==> src/hdl/pifb_defs.svh <==
`ifndef PIFB_DEFS_SVH
`define PIFB_DEFS_SVH

// ----------------------------------------------------------------
// Register byte offsets
// ----------------------------------------------------------------
`define PIFB_OFF_FLAGS_A 8'h00
`define PIFB_OFF_FLAGS_B 8'h04
`define PIFB_OFF_ENA_A   8'h08
`define PIFB_OFF_ENA_B   8'h0C
`define PIFB_OFF_CTRL    8'h10
`define PIFB_OFF_FORCE_A 8'h14
`define PIFB_OFF_FORCE_B 8'h18

// ----------------------------------------------------------------
// Flag bit positions, first register
// ----------------------------------------------------------------
`define PIFB_A_CONV      6
`define PIFB_A_RX        5
`define PIFB_A_TX        4
`define PIFB_A_SSP       3
`define PIFB_A_CAPCMP    2
`define PIFB_A_PERIOD    1
`define PIFB_A_T16OVF    0

// ----------------------------------------------------------------
// Flag bit positions, second register
// ----------------------------------------------------------------
`define PIFB_B_OSCF      7
`define PIFB_B_CMPB      6
`define PIFB_B_CMPA      5
`define PIFB_B_NVWR      4

// ----------------------------------------------------------------
// Control bit positions
// ----------------------------------------------------------------
`define PIFB_CTRL_GIE    7
`define PIFB_CTRL_PERIPH_IRQ_GATE   6

// ----------------------------------------------------------------
// Masks and reset values
// ----------------------------------------------------------------
`define PIFB_IMPL_A      8'h7F
`define PIFB_IMPL_B      8'hF0
`define PIFB_STICKY_A    8'h4F
`define PIFB_STICKY_B    8'hF0
`define PIFB_CTRL_MASK   8'hC0
`define PIFB_RST_BYTE    8'h00
`define PIFB_BYTE_W      8

// ----------------------------------------------------------------
// AXI response codes
// ----------------------------------------------------------------
`define PIFB_RESP_OKAY   2'h0
`define PIFB_RESP_SLVERR 2'h2

`endif

==> src/hdl/pifb_pkg.sv <==
package pifb_pkg;

  // ----------------------------------------------------------------
  // Capture/compare unit operating mode
  // ----------------------------------------------------------------
  typedef enum logic [1:0] {
    PIFB_CC_OFF     = 2'h0,
    PIFB_CC_CAPTURE = 2'h1,
    PIFB_CC_COMPARE = 2'h3,
    PIFB_CC_PWM     = 2'h2
  } pifb_ccmode_type;

endpackage

==> src/hdl/pifb_top.sv <==
// Our own choices: the AXI4-Lite slave port and the placing of the registers.
`include "pifb_defs.svh"
`timescale 1ns/1ns
`default_nettype none

module pifb_top
  import pifb_pkg::*;
#(
  parameter int ADDR_W = 8,
  parameter int DATA_W = 32
) (
  // Clock, reset, enable
  input  wire logic              clk,
  input  wire logic              sys_rst,
  input  wire logic              clk_en,
  // AXI4-Lite write address
  input  wire logic [ADDR_W-1:0] s_axi_awaddr,
  input  wire logic              s_axi_awvalid,
  output logic                   s_axi_awready,
  // AXI4-Lite write data
  input  wire logic [DATA_W-1:0] s_axi_wdata,
  input  wire logic [3:0]        s_axi_wstrb,
  input  wire logic              s_axi_wvalid,
  output logic                   s_axi_wready,
  // AXI4-Lite write response
  output logic [1:0]             s_axi_bresp,
  output logic                   s_axi_bvalid,
  input  wire logic              s_axi_bready,
  // AXI4-Lite read address
  input  wire logic [ADDR_W-1:0] s_axi_araddr,
  input  wire logic              s_axi_arvalid,
  output logic                   s_axi_arready,
  // AXI4-Lite read data
  output logic [DATA_W-1:0]      s_axi_rdata,
  output logic [1:0]             s_axi_rresp,
  output logic                   s_axi_rvalid,
  input  wire logic              s_axi_rready,
  // Peripheral events, one-cycle pulses, and the capture/compare mode level
  input  wire logic              conv_done_evt,
  input  wire logic              sync_serial_done_evt,
  input  wire logic              capcmp_capture_evt,
  input  wire logic              capcmp_compare_evt,
  input  wire pifb_ccmode_type   capcmp_mode,
  input  wire logic              period_match_evt,
  input  wire logic              timer16_ovf_evt,
  input  wire logic              osc_fail_evt,
  input  wire logic              nv_write_done_evt,
  // Peripheral levels
  input  wire logic              serial_rx_full,
  input  wire logic              serial_tx_empty,
  input  wire logic              comparator_a_output,
  input  wire logic              comparator_b_output,
  // Interrupt request
  output logic                   irq
);

  // ----------------------------------------------------------------
  // Parameter check
  // ----------------------------------------------------------------
  if (ADDR_W < 5 || DATA_W != 32) begin : g_bad_param
    $error("pifb_top: ADDR_W must be at least 5 and DATA_W 32");
  end

  // ----------------------------------------------------------------
  // Helpers
  // ----------------------------------------------------------------
  function automatic logic hit(input logic [ADDR_W-1:0] a,
                               input logic [7:0] off);
    hit = (a[ADDR_W-1:2] == (ADDR_W-2)'(off >> 2)) ? 1'b1 : 1'b0;
  endfunction

  // Set wins over clear so an event in the clearing cycle survives
  function automatic logic [7:0] upd(input logic [7:0] cur,
                                     input logic [7:0] set,
                                     input logic [7:0] clr);
    upd = (cur & ~clr) | set;
  endfunction

  // ----------------------------------------------------------------
  // State
  // ----------------------------------------------------------------
  logic [7:0]        sticky_a_q;
  logic [7:0]        sticky_b_q;
  logic [7:0]        ena_a_q;
  logic [7:0]        ena_b_q;
  logic [7:0]        ctrl_q;
  logic              cmpa_prev_q;
  logic              cmpb_prev_q;
  logic              cmp_armed_q;
  logic [ADDR_W-1:0] awaddr_q;
  logic              aw_have_q;
  logic [7:0]        wdata_q;
  logic              wlane_q;
  logic              w_have_q;
  logic              bvalid_q;
  logic [1:0]        bresp_q;
  logic              rvalid_q;
  logic [1:0]        rresp_q;
  logic [DATA_W-1:0] rdata_q;

  logic [7:0]        set_a;
  logic [7:0]        set_b;
  logic [7:0]        clr_a;
  logic [7:0]        clr_b;
  logic [7:0]        flags_a;
  logic [7:0]        flags_b;
  logic              do_wr;
  logic              wr_ok;
  logic              rd_take;
  logic              cmpa_chg;
  logic              cmpb_chg;
  logic              cap_hit;
  logic              cmp_hit;

  // ----------------------------------------------------------------
  // Event collection
  // ----------------------------------------------------------------
  // Comparators are watched only after one enabled cycle, so reset
  // does not fake a change when an output idles high.
  assign cmpa_chg = cmp_armed_q & (comparator_a_output ^ cmpa_prev_q);
  assign cmpb_chg = cmp_armed_q & (comparator_b_output ^ cmpb_prev_q);
  assign cap_hit  = (capcmp_mode == PIFB_CC_CAPTURE) & capcmp_capture_evt;
  assign cmp_hit  = (capcmp_mode == PIFB_CC_COMPARE) & capcmp_compare_evt;

  always_comb begin
    set_a = `PIFB_RST_BYTE;
    set_b = `PIFB_RST_BYTE;
    set_a[`PIFB_A_CONV]   = conv_done_evt;
    set_a[`PIFB_A_SSP]    = sync_serial_done_evt;
    set_a[`PIFB_A_CAPCMP] = cap_hit | cmp_hit;
    set_a[`PIFB_A_PERIOD] = period_match_evt;
    set_a[`PIFB_A_T16OVF] = timer16_ovf_evt;
    set_b[`PIFB_B_OSCF]   = osc_fail_evt;
    set_b[`PIFB_B_CMPB]   = cmpb_chg;
    set_b[`PIFB_B_CMPA]   = cmpa_chg;
    set_b[`PIFB_B_NVWR]   = nv_write_done_evt;
    if (do_wr && wlane_q && hit(awaddr_q, `PIFB_OFF_FORCE_A)) begin
      set_a = set_a | wdata_q;
    end
    if (do_wr && wlane_q && hit(awaddr_q, `PIFB_OFF_FORCE_B)) begin
      set_b = set_b | wdata_q;
    end
    set_a = set_a & `PIFB_STICKY_A;
    set_b = set_b & `PIFB_STICKY_B;
  end

  always_comb begin
    clr_a = `PIFB_RST_BYTE;
    clr_b = `PIFB_RST_BYTE;
    if (do_wr && wlane_q && hit(awaddr_q, `PIFB_OFF_FLAGS_A)) begin
      clr_a = wdata_q & `PIFB_STICKY_A;
    end
    if (do_wr && wlane_q && hit(awaddr_q, `PIFB_OFF_FLAGS_B)) begin
      clr_b = wdata_q & `PIFB_STICKY_B;
    end
  end

  // ----------------------------------------------------------------
  // Flag registers
  // ----------------------------------------------------------------
  always_ff @(posedge clk or posedge sys_rst) begin
    if (sys_rst) begin
      sticky_a_q <= `PIFB_RST_BYTE;
      sticky_b_q <= `PIFB_RST_BYTE;
    end else if (clk_en) begin
      sticky_a_q <= upd(sticky_a_q, set_a, clr_a);
      sticky_b_q <= upd(sticky_b_q, set_b, clr_b);
    end
  end

  always_ff @(posedge clk or posedge sys_rst) begin
    if (sys_rst) begin
      cmpa_prev_q <= 1'b0;
      cmpb_prev_q <= 1'b0;
      cmp_armed_q <= 1'b0;
    end else if (clk_en) begin
      cmpa_prev_q <= comparator_a_output;
      cmpb_prev_q <= comparator_b_output;
      cmp_armed_q <= 1'b1;
    end
  end

  // Serial flags are live mirrors; the serial port drops them itself
  // on a data read or write, so software cannot clear them here.
  always_comb begin
    flags_a = sticky_a_q & `PIFB_STICKY_A;
    flags_a[`PIFB_A_RX] = serial_rx_full;
    flags_a[`PIFB_A_TX] = serial_tx_empty;
    flags_a = flags_a & `PIFB_IMPL_A;
    flags_b = sticky_b_q & `PIFB_IMPL_B;
  end

  // ----------------------------------------------------------------
  // Enables and interrupt request
  // ----------------------------------------------------------------
  always_ff @(posedge clk or posedge sys_rst) begin
    if (sys_rst) begin
      ena_a_q <= `PIFB_RST_BYTE;
      ena_b_q <= `PIFB_RST_BYTE;
      ctrl_q  <= `PIFB_RST_BYTE;
    end else if (clk_en && do_wr && wlane_q) begin
      if (hit(awaddr_q, `PIFB_OFF_ENA_A)) begin
        ena_a_q <= wdata_q & `PIFB_IMPL_A;
      end
      if (hit(awaddr_q, `PIFB_OFF_ENA_B)) begin
        ena_b_q <= wdata_q & `PIFB_IMPL_B;
      end
      if (hit(awaddr_q, `PIFB_OFF_CTRL)) begin
        ctrl_q <= wdata_q & `PIFB_CTRL_MASK;
      end
    end
  end

  assign irq = ctrl_q[`PIFB_CTRL_GIE] &
               ctrl_q[`PIFB_CTRL_PERIPH_IRQ_GATE] &
               (|((flags_a & ena_a_q) |
                  (flags_b & ena_b_q)));

  // ----------------------------------------------------------------
  // AXI4-Lite write path
  // ----------------------------------------------------------------
  // Address and data are held separately, so either may come first.
  assign s_axi_awready = clk_en & ~aw_have_q & ~bvalid_q;
  assign s_axi_wready  = clk_en & ~w_have_q & ~bvalid_q;
  assign do_wr         = aw_have_q & w_have_q & ~bvalid_q;
  assign s_axi_bvalid  = bvalid_q;
  assign s_axi_bresp   = bresp_q;

  always_comb begin
    wr_ok = hit(awaddr_q, `PIFB_OFF_FLAGS_A) |
            hit(awaddr_q, `PIFB_OFF_FLAGS_B) |
            hit(awaddr_q, `PIFB_OFF_ENA_A) |
            hit(awaddr_q, `PIFB_OFF_ENA_B) |
            hit(awaddr_q, `PIFB_OFF_CTRL) |
            hit(awaddr_q, `PIFB_OFF_FORCE_A) |
            hit(awaddr_q, `PIFB_OFF_FORCE_B);
  end

  always_ff @(posedge clk or posedge sys_rst) begin
    if (sys_rst) begin
      awaddr_q  <= '0;
      aw_have_q <= 1'b0;
    end else if (clk_en) begin
      if (s_axi_awvalid && s_axi_awready) begin
        awaddr_q  <= s_axi_awaddr;
        aw_have_q <= 1'b1;
      end else if (do_wr) begin
        aw_have_q <= 1'b0;
      end
    end
  end

  always_ff @(posedge clk or posedge sys_rst) begin
    if (sys_rst) begin
      wdata_q  <= `PIFB_RST_BYTE;
      wlane_q  <= 1'b0;
      w_have_q <= 1'b0;
    end else if (clk_en) begin
      if (s_axi_wvalid && s_axi_wready) begin
        wdata_q  <= s_axi_wdata[`PIFB_BYTE_W-1:0];
        wlane_q  <= s_axi_wstrb[0];
        w_have_q <= 1'b1;
      end else if (do_wr) begin
        w_have_q <= 1'b0;
      end
    end
  end

  always_ff @(posedge clk or posedge sys_rst) begin
    if (sys_rst) begin
      bvalid_q <= 1'b0;
      bresp_q  <= `PIFB_RESP_OKAY;
    end else if (clk_en) begin
      if (do_wr) begin
        bvalid_q <= 1'b1;
        bresp_q  <= wr_ok ? `PIFB_RESP_OKAY : `PIFB_RESP_SLVERR;
      end else if (s_axi_bready) begin
        bvalid_q <= 1'b0;
      end
    end
  end

  // ----------------------------------------------------------------
  // AXI4-Lite read path
  // ----------------------------------------------------------------
  assign s_axi_arready = clk_en & ~rvalid_q;
  assign rd_take       = s_axi_arvalid & s_axi_arready;
  assign s_axi_rvalid  = rvalid_q;
  assign s_axi_rresp   = rresp_q;
  assign s_axi_rdata   = rdata_q;

  always_ff @(posedge clk or posedge sys_rst) begin
    if (sys_rst) begin
      rvalid_q <= 1'b0;
      rresp_q  <= `PIFB_RESP_OKAY;
      rdata_q  <= '0;
    end else if (clk_en) begin
      if (rd_take) begin
        rvalid_q <= 1'b1;
        rresp_q  <= `PIFB_RESP_OKAY;
        rdata_q  <= '0;
        if (hit(s_axi_araddr, `PIFB_OFF_FLAGS_A)) begin
          rdata_q[`PIFB_BYTE_W-1:0] <= flags_a;
        end else if (hit(s_axi_araddr, `PIFB_OFF_FLAGS_B)) begin
          rdata_q[`PIFB_BYTE_W-1:0] <= flags_b;
        end else if (hit(s_axi_araddr, `PIFB_OFF_ENA_A)) begin
          rdata_q[`PIFB_BYTE_W-1:0] <= ena_a_q;
        end else if (hit(s_axi_araddr, `PIFB_OFF_ENA_B)) begin
          rdata_q[`PIFB_BYTE_W-1:0] <= ena_b_q;
        end else if (hit(s_axi_araddr, `PIFB_OFF_CTRL)) begin
          rdata_q[`PIFB_BYTE_W-1:0] <= ctrl_q;
        end else if (!hit(s_axi_araddr, `PIFB_OFF_FORCE_A) &&
                     !hit(s_axi_araddr, `PIFB_OFF_FORCE_B)) begin
          rresp_q <= `PIFB_RESP_SLVERR;
        end
      end else if (s_axi_rready) begin
        rvalid_q <= 1'b0;
      end
    end
  end

  // ----------------------------------------------------------------
  // Assertions
  // ----------------------------------------------------------------
  property p_irq_gates;
    @(posedge clk) disable iff (sys_rst)
      irq |-> (ctrl_q[`PIFB_CTRL_GIE] && ctrl_q[`PIFB_CTRL_PERIPH_IRQ_GATE]);
  endproperty
  a_irq_gates: assert property (p_irq_gates)
    else $error("irq high while a gate is off");

  property p_conv_sticky;
    @(posedge clk) disable iff (sys_rst)
      (clk_en && conv_done_evt) |=> flags_a[`PIFB_A_CONV] ##1
      (flags_a[`PIFB_A_CONV] || $past(clr_a[`PIFB_A_CONV]));
  endproperty
  a_conv_sticky: assert property (p_conv_sticky)
    else $error("conversion flag not held after event");

  property p_ssp_set;
    @(posedge clk) disable iff (sys_rst)
      (clk_en && sync_serial_done_evt) |=> flags_a[`PIFB_A_SSP];
  endproperty
  a_ssp_set: assert property (p_ssp_set)
    else $error("sync serial flag not set");

  property p_pwm_quiet;
    @(posedge clk) disable iff (sys_rst)
      (clk_en && capcmp_mode == PIFB_CC_PWM && !do_wr &&
       !sticky_a_q[`PIFB_A_CAPCMP]) |=> !sticky_a_q[`PIFB_A_CAPCMP];
  endproperty
  a_pwm_quiet: assert property (p_pwm_quiet)
    else $error("capture flag set in PWM mode");

  property p_period_set;
    @(posedge clk) disable iff (sys_rst)
      (clk_en && period_match_evt) |=> flags_a[`PIFB_A_PERIOD];
  endproperty
  a_period_set: assert property (p_period_set)
    else $error("period match flag not set");

  property p_t16_hold;
    @(posedge clk) disable iff (sys_rst)
      (sticky_a_q[`PIFB_A_T16OVF] && !clr_a[`PIFB_A_T16OVF])
      |=> sticky_a_q[`PIFB_A_T16OVF];
  endproperty
  a_t16_hold: assert property (p_t16_hold)
    else $error("overflow flag dropped without a clear");

  property p_osc_set;
    @(posedge clk) disable iff (sys_rst)
      (clk_en && osc_fail_evt) |=> flags_b[`PIFB_B_OSCF];
  endproperty
  a_osc_set: assert property (p_osc_set)
    else $error("oscillator fail flag not set");

  property p_cmp_change;
    @(posedge clk) disable iff (sys_rst)
      (clk_en && cmp_armed_q && $changed(comparator_b_output) &&
       $past(clk_en)) |=> flags_b[`PIFB_B_CMPB];
  endproperty
  a_cmp_change: assert property (p_cmp_change)
    else $error("comparator B change not flagged");

  property p_cmpa_change;
    @(posedge clk) disable iff (sys_rst)
      (clk_en && cmpa_chg) |=> flags_b[`PIFB_B_CMPA];
  endproperty
  a_cmpa_change: assert property (p_cmpa_change)
    else $error("comparator A change not flagged");

  property p_nv_set;
    @(posedge clk) disable iff (sys_rst)
      (clk_en && nv_write_done_evt) |=> flags_b[`PIFB_B_NVWR];
  endproperty
  a_nv_set: assert property (p_nv_set)
    else $error("write done flag not set");

  property p_rx_mirror;
    @(posedge clk) disable iff (sys_rst)
      flags_a[`PIFB_A_RX] == serial_rx_full &&
      flags_a[`PIFB_A_TX] == serial_tx_empty;
  endproperty
  a_rx_mirror: assert property (p_rx_mirror)
    else $error("serial flags do not follow buffer state");

  property p_resv_zero;
    @(posedge clk) disable iff (sys_rst)
      rvalid_q |-> (rdata_q[DATA_W-1:`PIFB_BYTE_W] == '0);
  endproperty
  a_resv_zero: assert property (p_resv_zero)
    else $error("upper read bits not zero");

  property p_irq_cause;
    @(posedge clk) disable iff (sys_rst)
      (ctrl_q[`PIFB_CTRL_GIE] && ctrl_q[`PIFB_CTRL_PERIPH_IRQ_GATE] &&
       ((flags_a & ena_a_q) | (flags_b & ena_b_q)) != '0) |-> irq;
  endproperty
  a_irq_cause: assert property (p_irq_cause)
    else $error("enabled flag without interrupt");

endmodule

`default_nettype wire

==> config.mk <==
export PLATFORM = sky130hd
export DESIGN_NAME = pifb_top
export DESIGN_NICKNAME = d
export VERILOG_FILES = /design/src/hdl/pifb_pkg.sv /design/src/hdl/pifb_top.sv
export VERILOG_INCLUDE_DIRS = /design/src /design/src/hdl
export SDC_FILE = /design/constraint.sdc
export NUM_CORES = 1
export LEC_CHECK = 0
export ABC_CLOCK_PERIOD_IN_PS = 1560
export BUFFER_PORTS_ARGS = -buffer_cell sky130_fd_sc_hd__buf_2
export CAP_MARGIN = 20
export CORE_MARGIN = 2
export CORE_UTILIZATION = 40
export DETAILED_ROUTE_END_ITERATION = 16
export PLACE_DENSITY = 0.71
export SLEW_MARGIN = 20
export SYNTH_ARGS = -nofsm -noshare
export SYNTH_HDL_FRONTEND = slang
export SYNTH_SLANG_ARGS = --single-unit
==> constraint.sdc <==
create_clock -name clk -period 1.56 [get_ports clk]
set_input_delay 0.078 -clock clk [delete_from_list [all_inputs] [get_ports clk]]
set_output_delay 0.078 -clock clk [all_outputs]
set_load 0.01 [all_outputs]
**Yosys cells after proc, flatten, opt, wreduce, memory -nomap -nowiden**

Cells that the tools add are included.

- Flip-flop bits (word level): 65
- Bits in latches: 0
- RAM bits: 0
- ROM bits: 0
- Output and inout bits: 42
- Memories: 0

- Add/subtract/negate cells: 0
- $mul: 0
- Divide/modulo/power cells: 0
- Order comparisons: 0
- Equality and inequality tests: 14
- Shifts and indexed selects: 0
- Multiplexer cells: 37
- Bitwise gates (word level): 38
- Reduce and logical (&&, ||, !) cells: 30

Operators with widths:

| kind | number |
|---|---|
| 2-to-1 mux 8 bit | 7 |
| equality test 6 x 3 -> 1 bit, second input constant | 6 |
| AND 8 bit | 3 |
| equality test 6 x 2 -> 1 bit, second input constant | 4 |
| AND reduction 2 bit | 11 |
| 2-to-1 mux 1 bit | 21 |
| OR 8 bit | 2 |
| AND 1 bit | 14 |
| 2-to-1 mux 2 bit | 7 |
| 2-to-1 mux 7 bit | 2 |
| equality test 6 x 1 -> 1 bit, second input constant | 2 |
| zero test 6 bit | 2 |
| logical AND 1 bit | 10 |
| inverter 7 -> 8 bit | 1 |
| inverter 8 bit | 1 |
| OR 7 x 8 -> 8 bit | 1 |
| OR 8 x 7 -> 8 bit | 1 |
| nonzero test 2 bit | 4 |
| OR reduction 8 bit | 1 |
| AND 7 bit | 1 |
| OR 1 bit | 7 |
| OR 7 bit | 1 |
| inverter 1 bit | 4 |
| equality test 2 x 1 -> 1 bit, second input constant | 1 |
| 3 further kinds | 5 |

**Depth between registers and ports, before layout**

Gate-level depths: netlist of the first run.

- Depth in word-level cells: 10
- Mapped depth: 6
- Gate-level depth less buffers: 4

**Worst setup path before layout of the first run**

No wires, ideal clock.

- Path kind: register to register
- Start point: register awaddr_q[6]
- End point: register sticky_a_q[2]
- Arrival time: 1550 ps
- Data required time: 1434 ps
- Setup slack: -116 ps
- Cell stages (with the launch flop): 6
- Cells stage by stage: dfrtp_1 or3_1 buf_6 nor4_4 nand2_1 a221o_1

- Longest elaborated chain between the ends: 7

RTL lines:

| what | line | RTL |
|---|---|---|
| start: declaration | pifb_top.sv:90 | `logic [ADDR_W-1:0] awaddr_q;` |
| start signal: assignment | pifb_top.sv:245 | `awaddr_q <= s_axi_awaddr;` |
| zero test 6 bit | pifb_top.sv:69 | `hit = (a[ADDR_W-1:2] == (ADDR_W-2)'(off >> 2)) ? 1'b1 : 1'b0;` |
| 2-to-1 mux 1 bit | pifb_top.sv:69 |  |
| logical AND 1 bit | pifb_top.sv:150 | `` if (do_wr && wlane_q && hit(awaddr_q, `PIFB_OFF_FLAGS_A)) begin `` |
| 2-to-1 mux 7 bit | pifb_top.sv:150 |  |
| inverter 7 -> 8 bit | pifb_top.sv:76 | `upd = (cur & ~clr) \| set;` |
| AND 8 bit | pifb_top.sv:76 |  |
| OR 8 x 7 -> 8 bit (*) | pifb_top.sv:76 |  |
| end signal: assignment | pifb_top.sv:163 | `` sticky_a_q <= `PIFB_RST_BYTE; `` |
| end signal: assignment | pifb_top.sv:166 | `sticky_a_q <= upd(sticky_a_q, set_a, clr_a);` |
| end: declaration | pifb_top.sv:82 | `logic [7:0] sticky_a_q;` |

Every way passes the cells marked *; elsewhere a longest branch is shown, timed or not.
A chain may end at the register's enable or synchronous reset.

**Worst setup path after layout of the first run**

- Start point: register awaddr_q[6]
- End point: register ena_b_q[5]

- Longest elaborated chain between the ends: 3

RTL lines:

| what | line | RTL |
|---|---|---|
| equality test 6 x 2 -> 1 bit | pifb_top.sv:69 |  |
| 2-to-1 mux 1 bit | pifb_top.sv:69 |  |
| AND reduction 2 bit (no line) | - |  |
| end signal: assignment | pifb_top.sv:199 | `` ena_b_q <= `PIFB_RST_BYTE; `` |
| end signal: assignment | pifb_top.sv:206 | `` ena_b_q <= wdata_q & `PIFB_IMPL_B; `` |
| end: declaration | pifb_top.sv:85 | `logic [7:0] ena_b_q;` |

No other way between the ends.

==> results.md, run 1 <==
- Run status: finished, violations left
- Violated checks: setup timing
- Synthesis Warnings: 0
- Number of cells after detailed placement: 367
- Arrival time of data at the critical path endpoint: 1.91 ns
- Global route overflow: 0
- Xor and xnor fraction of the mapped netlist area: 0.006410
- Clk sink count: 54
- Hold violation count in the final report: 0
- Die Ht: 86.66 um
- Initial antenna violation count: 0
- First-pass GRT wire length: 9225 um
- Tot Pwr: 4.150 mW
- Last weighted congestion value of the routability-driven placer: 0.7830
- Compound-gate portion of the synthesized area: 0.1103
- Actual transition at the worst max-transition pin: 0.5432 ns
- Later-pin clock latency in the skew report: 0.31 ns
- Area of the mapped netlist: 2733 um^2
- Setup slack, reg-to-reg: -0.16 ns
- R2R Path Start: awaddr_q[6]$_DFFE_PP0P_
- Mux share of post-synthesis cell area: 0.1658
- RSZ-0062 raised after global routing: true
- CTS root buffer: clkbuf_8
- Area contributors post-synth: dfrtp_1 (49%), mux2_2 (12%), buf_4 (7.1%)
- Vias after detailed routing: 1939
- Largest family of logic cells by synthesized area: multiplexers
- Pin count of the biggest net entering global routing: 26
- Commonest cells in the synthesized netlist: dfrtp_1 (54), mux2_2 (30), buf_4 (26)
- Yosys top cell by area: dfrtp_1
- Number of cells in the finished layout apart from fillers: 389
- Number of top-level design ports: 116
- Layout cells sized above 1: 0.4175
- Register area share after synthesis: 0.4945
- Die boundary width: 86.66 um
- Remaining number of nets flagged by the antenna check after routing: 0
- Detailed placement HPWL: 4163 um
- IO Port Bufs: 58
- Reg clk slew, reported paths: 0.09 ns
- Max Transition Viols Final: 0
- Number of levels in the clock H-tree: 2
- Routed wire per std cell: 14.35 um
- Fill cell count: 610
- Placeable core area: 6719 um^2
- Sequential cell area: 1351 um^2
- Area added between synthesis and finish: 23.53%
- Reg2Reg Depth: 4
- # rows: 30
- Ratio of total power to cell area: 1229 nW/um^2
- TritonRoute pass-1 iters: 4
- Critical path peak fanout: 6
- Worst-case clock skew: 0.007196 ns
- Post-synthesis share of cell area spent on and, or, nand and nor gates: 0.1291
- Async set-or-reset flop fraction in the synthesized netlist: 1.000
- Vias in the first global route: 1878
- Largest voltage drop on the vdd net: 719.3 uV
- Hold Crit Class: input port to register
- Total global routing track utilization: 0.1574
- Starting DRT DRC Count: 86
- Clock buffers created by TritonCTS: 5
- Worst Path Required: 1.76 ns
- Path type of the worst setup path: register to register
- Initial Utilization: 0.4067
- Worst slew margin: 0.6374
- Fmax: 582.7 MHz
- Static Leakage: 1.635 nW
- Number of distinct library cells after synthesis: 43
- Worst setup margin: -0.1562 ns
- End point of the most critical hold path: wdata_q[0]$_DFFE_PP0P_
- Final-stage net count: 383
- Hold path depth: 2
- Flops & latches, synth: 54
- Total wire length after detailed routing: 5582 um
- Fraction of post-synthesis cell area in the top cell type by area: 0.4945
- Endpoint type of the worst setup path: register
- Post-synth EDFFs: 0
- Kind of start point of the critical path: register
- Worst slack on hold paths: 0.004053 ns
- Total area of multi-input combinational cells: 1270 um^2
- Gate count after technology mapping: 225
- Post-detailed-route DRC marker count: 0
- Buffer depth of the longest clock path: 2
- Antenna Diode Count: 0
- Avg Vias per Cell: 4.985
- Primary FF master, synth: dfrtp_1
- Adder and majority gate portion of the synthesized area: 0
- Final critical path time including I/O delays and setup: 1.716 ns
- Count leader, synth: dfrtp_1
- Destination of the worst register-to-register timing path: ena_b_q[5]$_DFFE_PP0P_
- Clock tree from TritonCTS: done
- Final critical-path share of the clock period: 1.100
- Max cap viols: 0
- Full die area: 7509 um^2
- Syn avg cell area: 12.14 um^2
- Hold_sp: s_axi_wdata[0]
- Final setup viols: 21
==> through the flow <==
stage / utilization / area, um^2 / TNS (ns) / worst slack [ns]
5_1_grt: 0.5024 / 3376 / -3.318 / -0.2182
2_1_floorplan: - / 2845 / -0.4588 / -0.06961
3_5_place_dp: 0.4648 / 3123 / -1.927 / -0.1171
4_1_cts: 0.4963 / 3334 / -1.924 / -0.1140
3_3_place_gp: 0.4648 / 3123 / -1.463 / -0.08770
6_report: 0.5024 / 3376 / -1.960 / -0.1562
==> where the power goes <==
| part | switching (mW) | internal, mW |
|---|---|---|
| clock | 0.433 | 0.302 |
| sequential | 0.359 | 1.74 |
| combinational | 0.585 | 0.732 |
==> how the worst max path moves through the flow <==
stage / start / to / slack [ns] / cells after the start
6_report: awaddr_q[6]$_DFFE_PP0P_ / ena_b_q[5]$_DFFE_PP0P_ / -0.16 / 4
5_1_grt: awaddr_q[2]$_DFFE_PP0P_ / sticky_a_q[2]$_DFFE_PP0P_ / -0.22 / 4
4_1_cts: awaddr_q[6]$_DFFE_PP0P_ / sticky_a_q[2]$_DFFE_PP0P_ / -0.11 / 5
3_5_place_dp: awaddr_q[6]$_DFFE_PP0P_ / ena_a_q[3]$_DFFE_PP0P_ / -0.12 / 5
3_3_place_gp: awaddr_q[6]$_DFFE_PP0P_ / sticky_a_q[2]$_DFFE_PP0P_ / -0.09 / 5
2_1_floorplan: awaddr_q[2]$_DFFE_PP0P_ / sticky_a_q[2]$_DFFE_PP0P_ / -0.07 / 4
==> sequential cells by signal (all words and copies together) (netlist names), 2 cells and up <==
register     count
s_axi_rdata      8
wdata_q          8
ena_a_q          7
awaddr_q         6
sticky_a_q       5
ena_b_q          4
sticky_b_q       4
ctrl_q           2
==> layer usage <==
metal  share of wire  track usage  wire (um)  up-vias
met5               0            0          0        -
met4           0.017      0.04972         95        0
met3           0.049      0.02952        274        8
met2            0.47       0.2497       2634       73
met1            0.46       0.2191       2578      926
li1                -            -          -      932
==> cell usage in the layout (no fill, tap or decap), types with 3 or more instances in the layout <==
master and count:
a31oi_1 4, dlygate4sd3_1 11, mux2_2 27, a21boi_1 5
o21ai_0 6, clkbuf_8 5, dfrtp_1 54, nor2b_1 3
buf_2 58, nand2_1 21, a221o_1 8, nor4_4 3
nor2_1 7, a22o_1 5, conb_1 26, mux2_4 3
mux2i_1 7, buf_4 15
==> critical path, cell delays in order (launching register included) <==
cell	delay, ns
dfrtp_1	0.39
or3_4	0.38
buf_6	0.15
nor3_4	0.30
mux2_2	0.38
==> cell families (layout without fill, tap and decap cells) <==
| group | after synthesis | count (layout) |
|---|---|---|
| buffers and inverters | 38 | 97 |
| flip-flops | 54 | 54 |
| XOR/XNOR | 2 | 2 |
| AND/OR/NAND/NOR | 53 | 53 |
| AO/OA/AOI/OAI | 38 | 38 |
| multiplexers | 39 | 39 |
| other | 1 | 26 |
==> final cells by class <==
| cell class | instances | share of cell area |
|---|---|---|
| Clock buffer | 5 | 0.02039 |
| Clock inverter | 2 | 0.002965 |
| Inverter | 3 | 0.003336 |
| Multi-Input combinational cell | 158 | 0.3762 |
| Sequential cell | 54 | 0.4003 |
| Tap cell | 80 | 0.02965 |
| Timing Repair Buffer | 87 | 0.1672 |
==> repair_timing <==
item / CTS / global route
setup buffers: 2 / 2
hold buffers: 10 / 1
resized for setup: 5 / 4
setup endpoints to repair: 22 / 29
pin swaps: 6 / 3
hold endpoints to repair: 32 / 1
Power figures use the tool's default switching activity.
==> run 2: changes to the inputs <==
ABC_CLOCK_PERIOD_IN_PS = 1900   (was 1560)
PLACE_DENSITY = 0.68   (was 0.71)
SETUP_SLACK_MARGIN = 0.15   (was not set)
clock period = 1.9 ns   (was 1.56 ns; I/O delays follow)
==> results.md, run 2 (same netlist as run 1, synthesis figures left out) <==
- Clock buffers created by TritonCTS: 5 (unchanged)
- Commonest cells after routing, fill and taps aside: buf_2 (58), dfrtp_1 (54), mux2_2 (30) (was buf_2 (58), dfrtp_1 (54), mux2_2 (27))
- Avg Vias per Cell: 5.151 (was 4.985)
- Max cap viols: 0 (unchanged)
- Number of levels in the clock H-tree: 2 (unchanged)
- TritonRoute pass-1 iters: 4 (unchanged)
- Kind of start point of the critical path: register (unchanged)
- Hold violation count in the final report: 0 (unchanged)
- Worst-case clock skew: 0.007232 ns (was 0.007196 ns)
- Ratio of total power to cell area: 1074 nW/um^2 (was 1229 nW/um^2)
- Die boundary width: 86.66 um (unchanged)
- Setup TNS: 0 ns (was -1.960 ns)
- Layout cells sized above 1: 0.4041 (was 0.4175)
- Run status: finished, final reports clean (was finished, violations left)
- Pin count of the biggest net entering global routing: 55 (was 26)
- Vias in the first global route: 1802 (was 1878)
- Starting DRT DRC Count: 126 (was 86)
- Post-detailed-route DRC marker count: 0 (unchanged)
- Worst slack on hold paths: 0.01398 ns (was 0.004053 ns)
- CTS root buffer: clkbuf_8 (unchanged)
- Path type of the worst setup path: register to register (unchanged)
- Max Transition Viols Final: 0 (unchanged)
- Later-pin clock latency in the skew report: 0.30 ns (was 0.31 ns)
- Number of top-level design ports: 116 (unchanged)
- Area added between synthesis and finish: 16.94% (was 23.53%)
- Fmax: 587.9 MHz (was 582.7 MHz)
- Buffer depth of the longest clock path: 2 (unchanged)
- Global route overflow: 0 (unchanged)
- Worst slew margin: 0.5499 (was 0.6374)
- Last weighted congestion value of the routability-driven placer: 0.7471 (was 0.7830)
- Arrival time of data at the critical path endpoint: 1.89 ns (was 1.91 ns)
- Fill cell count: 623 (was 610)
- Final critical-path share of the clock period: 0.8953 (was 1.100)
- Number of cells after detailed placement: 363 (was 367)
- Initial antenna violation count: 0 (unchanged)
- Antenna Diode Count: 0 (unchanged)
- Clk sink count: 54 (unchanged)
- Final-stage net count: 366 (was 383)
- Reg clk slew, reported paths: 0.09 ns (about the same)
- Post-layout instance area: 3196 um^2 (was 3376 um^2)
- # rows: 30 (unchanged)
- Routed wire per std cell: 14.52 um (was 14.35 um)
- Remaining number of nets flagged by the antenna check after routing: 0 (unchanged)
- Clock tree from TritonCTS: done (unchanged)
- Total global routing track utilization: 0.1539 (was 0.1574)
- RSZ-0062 raised after global routing: true (unchanged)
- Critical path peak fanout: 6 (unchanged)
- Detailed placement HPWL: 4057 um (was 4163 um)
- Final critical path time including I/O delays and setup: 1.701 ns (was 1.716 ns)
- Die Ht: 86.66 um (unchanged)
- Number of cells in the finished layout apart from fillers: 372 (was 389)
- Placeable core area: 6719 um^2 (unchanged)
- Initial Utilization: 0.4067 (unchanged)
- Actual transition at the worst max-transition pin: 0.6752 ns (was 0.5432 ns)
- Final setup viols: 0 (was 21)
- Hold Crit Class: input port to register (unchanged)
- Total area of multi-input combinational cells: 1234 um^2 (was 1270 um^2)
- Vias after detailed routing: 1916 (was 1939)
- Area post-placement: 3050 um^2 (was 3123 um^2)
- Sequential cell area: 1351 um^2 (unchanged)
- Largest voltage drop on the vdd net: 802.4 uV (was 719.3 uV)
- Static Leakage: 1.545 nW (was 1.635 nW)
- Total wire length after detailed routing: 5400 um (was 5582 um)
- Endpoint type of the worst setup path: register (unchanged)
- First-pass GRT wire length: 8901 um (was 9225 um)
- Worst Path Required: 2.09 ns (was 1.76 ns)
- Most common library cell in the layout ignoring fill and taps: buf_2 (unchanged)
- IO Port Bufs: 58 (unchanged)
- Full die area: 7509 um^2 (unchanged)
==> run 2: cell count changes in the layout (fill, tap and decap cells not counted), moves of 2 or more <==
cell           change
dlygate4sd3_1     -10
buf_4              -5
mux2_2             +3
mux2_4             -3
a221oi_1           +2
a221oi_2           -2
buf_12             -2
clkinv_2           -2
==> run 2: final timing paths <==
| path | startpoint | endpoint | slack (ns) | cells past startpoint |
|---|---|---|---|---|
| worst max-delay path | awaddr_q[6]$_DFFE_PP0P_ | ctrl_q[7]$_DFFE_PP0P_ | 0.20 | 5 |
| worst min-delay path | s_axi_wdata[3] | wdata_q[3]$_DFFE_PP0P_ | 0.01 | 2 |
| worst max register to register | awaddr_q[6]$_DFFE_PP0P_ | ctrl_q[7]$_DFFE_PP0P_ | 0.20 | 5 |
| worst min register to register | cmp_armed_q$_DFFE_PP0P_ | cmp_armed_q$_DFFE_PP0P_ | 0.48 | 1 |
| max in group asynchronous | sys_rst | ena_b_q[7]$_DFFE_PP0P_ | 0.93 | 4 |
| min in group asynchronous | sys_rst | s_axi_rresp[1]$_DFFE_PP0P_ | 0.51 | 4 |
==> run 2: worst max-delay path, cell delays in order (launching register included) <==
cell,delay (ns)
dfrtp_1,0.38
or3_1,0.38
buf_6,0.16
nor2_4,0.14
nand4b_1,0.20
mux2_2,0.33
==> run 2: metal layers <==
layer	track usage	up-vias	wire, um
li1	-	901	-
met5	0	-	0
met2	0.2483	86	2613
met4	0.04119	0	59
met3	0.04190	6	322
met1	0.2055	923	2405
==> run 2: timing repair <==
action	in CTS	in global routing
pin swaps	2	2
resized for setup	3	0
hold endpoints to repair	49	0
hold buffers	1	0
endpoints found under the setup margin	15	16
buffers inserted	1	0
==> run 2: layout make-up <==
cell class / instances / area share
Tap cell: 80 / 0.03132
Multi-Input combinational cell: 158 / 0.3861
Clock buffer: 6 / 0.02584
Timing Repair Buffer: 70 / 0.1210
Clock inverter: 1 / 0.009397
Inverter: 3 / 0.003524
Sequential cell: 54 / 0.4229
==> run 2: power by group <==
part	switching, mW	internal, mW	leakage (nW)	total, mW
Sequential	0.285	1.43	0.653	1.71
Combinational	0.439	0.503	0.835	0.942
Clock	0.356	0.422	0.0573	0.778
Total	1.08	2.35	1.55	3.43
==> run 2: metrics by stage <==
stage | utilization | setup WS [ns] | total power [mW]
final | 0.4756 | 0.1989 | 3.434
after global routing | 0.4756 | 0.1216 | 3.647
after CTS | 0.4756 | 0.1686 | 3.471
after detailed placement | 0.4540 | 0.08285 | 2.661
after global placement | 0.4540 | 0.1061 | 2.623
after floorplan | - | 0.2238 | 2.380
